[src/gcc_pkg.sv]
// constants for the general-call and configuration-bit command slave
// assumes a single 20 MHz clock and an open-drain bus resolved outside
// Functional notes
// ack general-call address, decode next byte
// odd second byte: ignore until stop
// reset code: abort, reload from nonvolatile
// no reset delay timer after reset
// wake-up code clears all power-down selects
// wake-up leaves nonvolatile copies, no write
// codes 04h and 00h not acknowledged
// config-bit commands need high-voltage pin
// config-bit to nonvolatile address: error, nack
// write cycle starts only after stop
// during write only volatile commands accepted
// write-active flag spans whole write cycle
// master probes with read bit, then stop
// software reset touches only bus state; the start in it also clears pend_q
// invalid command: release data, wait start
// start or missing ack resets interface
// after general call return to idle
package gcc_pkg;
  localparam logic [7:0] GC_ADDR      = 8'h00;
  localparam logic [7:0] GC_RESET     = 8'h06;
  localparam logic [7:0] GC_WAKEUP    = 8'h0A;
  localparam logic [7:0] GC_RSVD_A    = 8'h04;
  localparam logic [7:0] GC_RSVD_B    = 8'h00;
  // command byte: address [7:3], opcode [2:1]
  localparam int         CMD_OP_LSB   = 1;
  localparam int         CMD_AD_LSB   = 3;
  // bit counter: last data bit, then the acknowledge slot
  localparam logic [3:0] BIT_LAST     = 4'h7;
  localparam logic [3:0] BIT_ACK      = 4'h8;
  localparam logic [1:0] OP_WRITE     = 2'h0;
  localparam logic [1:0] OP_CFG_EN    = 2'h1;
  localparam logic [1:0] OP_CFG_DIS   = 2'h2;
  localparam logic [1:0] OP_READ      = 2'h3;
  // addresses at or above this are nonvolatile
  localparam logic [4:0] NV_BASE      = 5'h10;
  localparam logic [4:0] LOCK_ADDR    = 5'h00;
  localparam int         CLK_HZ       = 20000000;
  localparam int         TWC_US       = 10;
  localparam int         TWC_CYC      = (TWC_US * (CLK_HZ / 1000000) > 0) ? TWC_US * (CLK_HZ / 1000000) : 1;
  typedef enum logic [2:0] {
    ST_IDLE = 3'b000,
    ST_ADDR = 3'b001,
    ST_CMD  = 3'b010,
    ST_DATA = 3'b011,
    ST_GC   = 3'b100,
    ST_WAIT = 3'b101
  } gcc_state_t;
endpackage

[src/gcc_slave.sv]
// i2c slave: general call, high-voltage config-bit commands, write cycle
// assumes scl/sda sampled from pins; open drain resolved by the bench
`timescale 1ns/1ps
module gcc_slave #(
  parameter int         NCH     = 8,
  parameter logic [6:0] DEV_ADR = 7'h60,
  parameter int         TWC     = gcc_pkg::TWC_CYC
) (
  input  wire logic             clk,                          // 20 MHz
  input  wire logic             resetn,                       // sync, active low
  input  wire logic             scl_i,                        // bus clock pin
  input  wire logic             sda_i,                        // bus data pin
  output logic                  sda_oe_n,                     // low pulls sda low
  input  wire logic             high_voltage_command_pin,     // high-voltage level seen
  input  wire logic [2*NCH-1:0] nv_power_down_select,         // nonvolatile copies
  output logic [2*NCH-1:0]      channel_power_down_select,    // volatile selects
  output logic [1:0]            cfg_bits,                     // lock, write protect
  output logic                  nonvolatile_write_active_flag,// write cycle busy
  output logic                  command_error,                // last command faulted
  output logic                  reload_pulse                  // reload from nonvolatile
);
  gcc_pkg::gcc_state_t st_q, st_d;
  logic [2:0] scl_s, sda_s;
  logic       scl_q, sda_q;
  logic [3:0] bit_q;
  logic [7:0] sh_q;
  logic       ack_q, gc_q, hv_s1, hv_s2, hv_s3, hv_q, pend_q, pend_en_q;
  logic [31:0] twc_q;
  wire scl_rise  = ~scl_q & scl_s[2] & scl_s[1];
  wire scl_fall  = scl_q & ~scl_s[2] & ~scl_s[1];
  wire sda_stab  = scl_s[2] == scl_s[1] && sda_s[2] == sda_s[1];
  wire start_c   = sda_stab & scl_q & scl_s[2] & sda_q & ~sda_s[2];
  wire stop_c    = sda_stab & scl_q & scl_s[2] & ~sda_q & sda_s[2];
  wire [7:0] byte_w = {sh_q[6:0], sda_s[2]};
  wire byte_done = scl_rise & (bit_q == gcc_pkg::BIT_LAST);
  wire ack_slot  = bit_q == gcc_pkg::BIT_ACK;
  wire busy      = twc_q != 32'h0;
  wire [1:0] op_w = byte_w[gcc_pkg::CMD_OP_LSB +: 2];
  wire [4:0] ad_w = byte_w[gcc_pkg::CMD_AD_LSB +: 5];
  wire nv_w      = ad_w >= gcc_pkg::NV_BASE;
  wire cfg_cmd   = op_w == gcc_pkg::OP_CFG_EN || op_w == gcc_pkg::OP_CFG_DIS;
  // address match
  wire adr_gc    = byte_w == gcc_pkg::GC_ADDR;
  wire adr_me    = byte_w[7:1] == DEV_ADR;
  // hv gate
  wire cfg_ok    = cfg_cmd & hv_q & ~nv_w & ~busy;
  // busy filter
  wire cmd_ok    = cfg_cmd ? cfg_ok : (~nv_w | ~busy);
  // only reset and wake-up acknowledged
  wire gc_known  = byte_w == gcc_pkg::GC_RESET || byte_w == gcc_pkg::GC_WAKEUP;
  wire gc_hw     = byte_w[0];
  always_ff @(posedge clk) begin
    scl_s <= {scl_s[1:0], scl_i};
    sda_s <= {sda_s[1:0], sda_i};
    hv_s1 <= high_voltage_command_pin;
    hv_s2 <= hv_s1;
    hv_s3 <= hv_s2;
  end
  always_ff @(posedge clk) begin
    if (!resetn) begin
      scl_q <= 1'b1;
      sda_q <= 1'b1;
      hv_q  <= 1'b0;
    end else begin
      if (scl_s[2] == scl_s[1]) scl_q <= scl_s[2];
      if (sda_s[2] == sda_s[1]) sda_q <= sda_s[2];
      if (hv_s3 == hv_s2) hv_q <= hv_s3;
    end
  end
  always_comb begin
    st_d = st_q;
    if (byte_done) begin
      case (st_q)
        gcc_pkg::ST_ADDR: st_d = adr_gc ? gcc_pkg::ST_GC : (adr_me ? gcc_pkg::ST_CMD : gcc_pkg::ST_WAIT);
        // hardware call
        gcc_pkg::ST_GC:   st_d = gcc_pkg::ST_WAIT;
        // error nack
        gcc_pkg::ST_CMD:  st_d = cmd_ok ? gcc_pkg::ST_DATA : gcc_pkg::ST_WAIT;
        gcc_pkg::ST_DATA: st_d = gcc_pkg::ST_DATA;
        default:          st_d = st_q;
      endcase
    end
  end
  // start and missing ack reset interface
  always_ff @(posedge clk) begin
    if (!resetn) begin
      st_q  <= gcc_pkg::ST_IDLE;
      bit_q <= 4'h0;
      sh_q  <= 8'h00;
      ack_q <= 1'b0;
      gc_q  <= 1'b0;
    end else if (start_c) begin
      st_q  <= gcc_pkg::ST_ADDR;
      bit_q <= 4'h0;
      ack_q <= 1'b0;
    // idle after stop
    end else if (stop_c) begin
      st_q  <= gcc_pkg::ST_IDLE;
      ack_q <= 1'b0;
    end else begin
      if (scl_rise && st_q != gcc_pkg::ST_IDLE) begin
        sh_q  <= byte_w;
        bit_q <= ack_slot ? 4'h0 : bit_q + 4'h1;
        // nack from master on read data ends
        if (ack_slot && ack_q == 1'b0 && st_q == gcc_pkg::ST_DATA && sda_s[2]) st_q <= gcc_pkg::ST_WAIT;
      end
      if (byte_done) begin
        st_q <= st_d;
        // invalid byte keeps sda released
        ack_q <= (st_q == gcc_pkg::ST_ADDR && (adr_gc | adr_me))
               | (st_q == gcc_pkg::ST_GC && !gc_hw && gc_known)
               | (st_q == gcc_pkg::ST_CMD && cmd_ok)
               | (st_q == gcc_pkg::ST_DATA);
        gc_q <= st_q == gcc_pkg::ST_GC && !gc_hw && gc_known;
      end
      // general call done: back to idle
      if (scl_fall && ack_slot) begin
        ack_q <= 1'b0;
        if (gc_q) st_q <= gcc_pkg::ST_IDLE;
        gc_q <= 1'b0;
      end
    end
  end
  // ack drive begins after scl falls so sda never changes with scl high
  always_ff @(posedge clk) begin
    if (!resetn) sda_oe_n <= 1'b1;
    else if (scl_fall) sda_oe_n <= ~(ack_q & ack_slot);
    else if (start_c || stop_c) sda_oe_n <= 1'b1;
  end

  logic [7:0] gc_byte_q;
  always_ff @(posedge clk) begin
    if (!resetn) begin
      gc_byte_q <= 8'h00;
    end else if (byte_done) begin
      gc_byte_q <= byte_w;
    end
  end
  wire gc_act     = scl_fall & ack_slot & gc_q;
  wire do_reset   = gc_act && gc_byte_q == gcc_pkg::GC_RESET;
  wire do_wake    = gc_act && gc_byte_q == gcc_pkg::GC_WAKEUP;
  wire cfg_taken  = byte_done && st_q == gcc_pkg::ST_CMD && cfg_ok;
  // write only after stop
  wire twc_start  = stop_c & pend_q;
  always_ff @(posedge clk) begin
    if (!resetn) begin
      channel_power_down_select     <= '0;
      cfg_bits                      <= 2'b00;
      pend_q                        <= 1'b0;
      pend_en_q                     <= 1'b0;
      twc_q                         <= 32'd0;
      nonvolatile_write_active_flag <= 1'b0;
      command_error                 <= 1'b0;
      reload_pulse                  <= 1'b0;
    end else begin
      // reload, output at once, no delay timer
      reload_pulse <= do_reset;
      if (do_reset) channel_power_down_select <= nv_power_down_select;
      // wake-up, nv copies untouched
      else if (do_wake) channel_power_down_select <= '0;
      if (cfg_taken) begin
        pend_q    <= 1'b1;
        // opcode of this command alone decides set or clear
        pend_en_q <= op_w == gcc_pkg::OP_CFG_EN;
      end else if (start_c || twc_start) pend_q <= 1'b0;
      // error flag
      if (byte_done && st_q == gcc_pkg::ST_CMD) command_error <= ~cmd_ok;
      if (twc_start) begin
        twc_q <= 32'(TWC);
        cfg_bits <= pend_en_q ? 2'b11 : 2'b00;
      end else if (busy) twc_q <= twc_q - 32'h1;
      // flag spans cycle
      nonvolatile_write_active_flag <= twc_start | (twc_q > 32'h1);
    end
  end
  // bus reset touches the state machine and clears pend_q; other registers above untouched
  // busy flag tracks counter
  property p_wa_flag;
    @(posedge clk) disable iff (!resetn) nonvolatile_write_active_flag == busy;
  endproperty
  a_wa_flag: assert property (p_wa_flag) else $error("write flag dropped early");
  property p_wake;
    @(posedge clk) disable iff (!resetn) do_wake |=> channel_power_down_select == '0;
  endproperty
  a_wake: assert property (p_wake) else $error("wake-up did not clear");
  property p_twc_stop;
    @(posedge clk) disable iff (!resetn) $rose(nonvolatile_write_active_flag) |-> $past(stop_c);
  endproperty
  a_twc_stop: assert property (p_twc_stop) else $error("write began without stop");
  property p_reload;
    @(posedge clk) disable iff (!resetn) do_reset |=> reload_pulse ##1 !reload_pulse;
  endproperty
  a_reload: assert property (p_reload) else $error("reload pulse wrong");
  property p_hv;
    @(posedge clk) disable iff (!resetn)
      (byte_done && st_q == gcc_pkg::ST_CMD && cfg_cmd && !hv_q) |=> !ack_q && command_error;
  endproperty
  a_hv: assert property (p_hv) else $error("config acked without high voltage");
  property p_start;
    @(posedge clk) disable iff (!resetn) start_c |=> st_q == gcc_pkg::ST_ADDR;
  endproperty
  a_start: assert property (p_start) else $error("start did not restart");
  property p_nvack;
    @(posedge clk) disable iff (!resetn)
      (byte_done && st_q == gcc_pkg::ST_CMD && cfg_cmd && nv_w) |=> !ack_q && command_error;
  endproperty
  a_nvack: assert property (p_nvack) else $error("nonvolatile config acked");
  property p_hwgc;
    @(posedge clk) disable iff (!resetn)
      (byte_done && st_q == gcc_pkg::ST_GC && gc_hw) |=> st_q == gcc_pkg::ST_WAIT && !ack_q;
  endproperty
  a_hwgc: assert property (p_hwgc) else $error("hardware call acked");

  property p_rsvd;
    @(posedge clk) disable iff (!resetn)
      (byte_done && st_q == gcc_pkg::ST_GC && !gc_known) |=> !ack_q;
  endproperty
  a_rsvd: assert property (p_rsvd) else $error("unsupported general call acked");
  property p_busy_nv;
    @(posedge clk) disable iff (!resetn)
      (byte_done && st_q == gcc_pkg::ST_CMD && busy && nv_w) |=> !ack_q;
  endproperty
  a_busy_nv: assert property (p_busy_nv) else $error("nonvolatile command acked during write");
  property p_gc_idle;
    @(posedge clk) disable iff (!resetn) gc_act |=> st_q == gcc_pkg::ST_IDLE;
  endproperty
  a_gc_idle: assert property (p_gc_idle) else $error("general call did not return to idle");
endmodule // gcc_slave

[config.mk]
export PLATFORM = sky130hd
export DESIGN_NAME = gcc_slave
export DESIGN_NICKNAME = d
export VERILOG_FILES = /design/src/gcc_pkg.sv /design/src/gcc_slave.sv
export SDC_FILE = /design/constraint.sdc
export NUM_CORES = 1
export LEC_CHECK = 0
export ABC_CLOCK_PERIOD_IN_PS = 4800
export BUFFER_PORTS_ARGS = -buffer_cell sky130_fd_sc_hd__buf_2
export CORE_MARGIN = 8
export CORE_UTILIZATION = 45
export DETAILED_ROUTE_END_ITERATION = 12
export SLEW_MARGIN = 5
export SYNTH_ARGS = -nofsm -noshare
export SYNTH_HDL_FRONTEND = slang
export SYNTH_SLANG_ARGS = --single-unit
[constraint.sdc]
create_clock -name clk -period 4.8 [get_ports clk]
set_input_delay 0.48 -clock clk [delete_from_list [all_inputs] [get_ports clk]]
set_output_delay 0.48 -clock clk [all_outputs]
set_load 0.05 [all_outputs]
==> run metrics <==
status completed; DRC viols 0; row count 34; Startpoint Class flop; FF+latch area 1820 sq um; Post-synth ARST share 0%; pin count of the biggest net entering global routing 29; Synth Flop Type dfxtp_1; wire per inst 14.9 microns; # Post-CTS Setup Buffers 0; CORE AREA 8640 sq um; antenna diode count 0; DR pass1 iterations 4; initial DRC count 122; Fmax 349 MHz; antenna viol nets, final 0; peak supply drop 0.241 mV; Initial Utilization 46.0%; Setup violations, final 0; Seq cells post-synth 91; WP data required 5.05 ns; TNS Setup 0 ns; unrepaired setup endpoints after global routing no; I/O pins 43; Max-slew headroom 19.4%; Final Util 51.3%; Detailed Place HPWL 6010 microns; Mapped Cells 429; crit end category flop; WL final 8580 microns; minimum clock period 2.87 ns; CTS-repair resized insts 0; clk_lat worst skew 0.35 ns; Finished Layout Cells 574; fillcell total 837; Worst Tran Pin Value 1.21 ns; Max-Cap Viols 0; Worst-path clk slew 0.09 ns; grt met2 use 24.1%; Slew Limit Fails 0; Post-CTS Hold Buffers 0; Crit Path Class reg2reg; Post-Syn Nets 457; nets 489; clock skew 0.00936 ns; LEAKAGE 1.72 nW; Die Span Y 110 microns; CTS tree built; first-pass GRT wire length 14400 microns; period utilisation layout 59.7%; clk sink count 91; RD Place Congestion 0.831; Die X 110 microns; layout cells sized above 1 17.4%; CP Max Fanout 18; initial antenna violation count 0; Worst Hold Class in2reg; Post-synth EDFFs 0; Fin. Hold Viols 0; Inst Count DP 558; clock buffer depth 2; Area after DPL 4230 sq um; clock root buffer clkbuf_8; die area 12100 sq um; post-synthesis sequential area ratio 45.8%; P per Cell Area 559 nW/um^2; worst hold slack 0.222 ns; post-route cell area 4430 sq um; multi-input logic area 2020 sq um; Via Count 3274; Port Buf Inserts 42; Total Routing Usage GR 14.7%; Synth Area per Inst 9.26 sq um; Num CTS Buffers 9; M3 GR Usage 3.37%; htree depth 3; Ys Warns 0; GR peak layer met2; Mapped Area 3970 sq um; vias in the first global route 3084; grt total ovfl 0; Via density 5.70; met1 Usage GRT 18.0%; crit path DAT 3.12 ns; count of cell types in the netlist 64; area grow syn2layout 11.5%
-- layout by cell type (no fill, tap or decap), types with 3 or more instances in the layout --
| cell | count |
|---|---|
| nand2_1 | 19 |
| mux2i_1 | 13 |
| nor4_1 | 8 |
| xnor2_1 | 9 |
| and3b_1 | 3 |
| a31o_2 | 3 |
| o41ai_1 | 4 |
| dfxtp_1 | 91 |
| ha_1 | 7 |
| nand4b_1 | 3 |
| o31ai_1 | 7 |
| nor2_1 | 49 |
| or4_4 | 4 |
| and3_1 | 3 |
| a21oi_1 | 36 |
| or3_1 | 13 |
| nor3b_1 | 3 |
| buf_2 | 42 |
| a31oi_1 | 7 |
| nor3_1 | 5 |
| nand3_1 | 14 |
| inv_1 | 9 |
| nand4_1 | 7 |
| o21ai_0 | 17 |
| o211ai_1 | 3 |
| nor2b_1 | 4 |
| xor2_1 | 6 |
| or4_1 | 5 |
| clkbuf_8 | 9 |
| a22o_1 | 16 |
| nand2b_1 | 4 |
-- cell type report --
type	instances	share of cell area, %
clock inverter	7	1.72
tap	108	3.05
timing repair buffer	42	4.75
inverter	10	0.847
clock buffer	9	2.80
multi-input combinational	307	45.7
sequential	91	41.1
-- flip-flops by register name, indices dropped and copies added, names as in the netlist --
signal,count
bit_q,4
reload_pulse,1
gc_q,1
sh_q,7
hv_q,1
ack_q,1
scl_q,1
cfg_bits,1
channel_power_down_select,16
sda_q,1
st_q,3
pend_en_q,1
hv_s2,1
pend_q,1
hv_s1,1
twc_q,32
nonvolatile_write_active_flag,1
command_error,1
sda_s,3
hv_s3,1
sda_oe_n,1
scl_s,3
gc_byte_q,8
-- synthesized netlist by cell type, drive strengths merged, types with 2 or more instances --
cell,count,area [sq um]
and4b,2,21.3
a31oi,7,43.8
a21oi,36,180
a2111oi,2,23.8
xor2,6,52.6
o211a,2,20.0
inv,10,37.5
dfxtp,91,1820
xnor2,9,78.8
nor3b,3,22.5
clkbuf,13,50.0
o311ai,2,17.5
nand3,14,70.1
nor2b,4,25.0
ha,7,87.6
nand2b,4,25.0
nand4,8,56.3
o31ai,7,52.6
o21ai,17,85.1
or3,15,96.3
o41ai,4,35.0
or2,2,12.5
o31a,2,17.5
nand2,19,71.3
or4,10,91.3
nor2,50,190
a31o,3,26.3
buf,8,40.0
mux2i,13,130
and3,3,18.8
o211ai,3,22.5
a22o,16,140
nor3,7,51.3
nor4,10,83.8
or4b,2,20.0
nand4b,3,26.3
and3b,3,26.3
-- report_power, final --
group / total, mW / internal, mW / switching [mW]
sequential: 0.973 / 0.858 / 0.115
combinational: 0.980 / 0.386 / 0.594
clock: 0.524 / 0.243 / 0.281
-- routing by layer --
metal,share of wire [%],wire [microns]
met1,46,3980
met2,48,4130
met3,3.5,302
met4,2.0,168
met5,0,0
-- critical path, cell delays in order, from the launching register on --
cell and delay [ns]:
dfxtp_1 0.34, inv_1 0.11, ha_1 0.17, nor4b_1 0.59, nand4_1 0.35, nor3_4 0.62, o41ai_1 0.22, a2111oi_2 0.36
-- cells by family (layout without fill, tap and decap cells) --
kind of cell | count (synthesis) | count (layout) | share of synthesized area [%]
AO/OA/AOI/OAI | 110 | 110 | 18.7
XOR/XNOR | 15 | 15 | 3.31
adder cells (fa/ha/maj) | 7 | 7 | 2.20
buffers and inverters | 31 | 68 | 3.21
flip-flops | 91 | 91 | 45.8
multiplexers | 13 | 13 | 3.27
AND/OR/NAND/NOR | 162 | 162 | 23.5
-- worst paths after layout --
| kind | start | end | slack, ns | cells after the start |
|---|---|---|---|---|
| hold / removal | high_voltage_command_pin | hv_s1 | 0.22 | 1 |
| hold reg to reg | scl_s[0] | scl_s[1] | 0.33 | 0 |
| setup / recovery | twc_q[0] | st_q[1] | 1.93 | 7 |
| setup reg to reg | twc_q[0] | st_q[1] | 1.93 | 7 |
-- metrics by stage --
stage | worst slack (ns) | power, mW
after CTS | 1.92 | 2.49
after global placement | 2.12 | 1.95
final | 1.93 | 2.48
after global routing | 1.56 | 2.67
after detailed placement | 1.95 | 1.96
after floorplan | 2.68 | 1.77
Note: power is estimated with default switching activity, not from simulation.
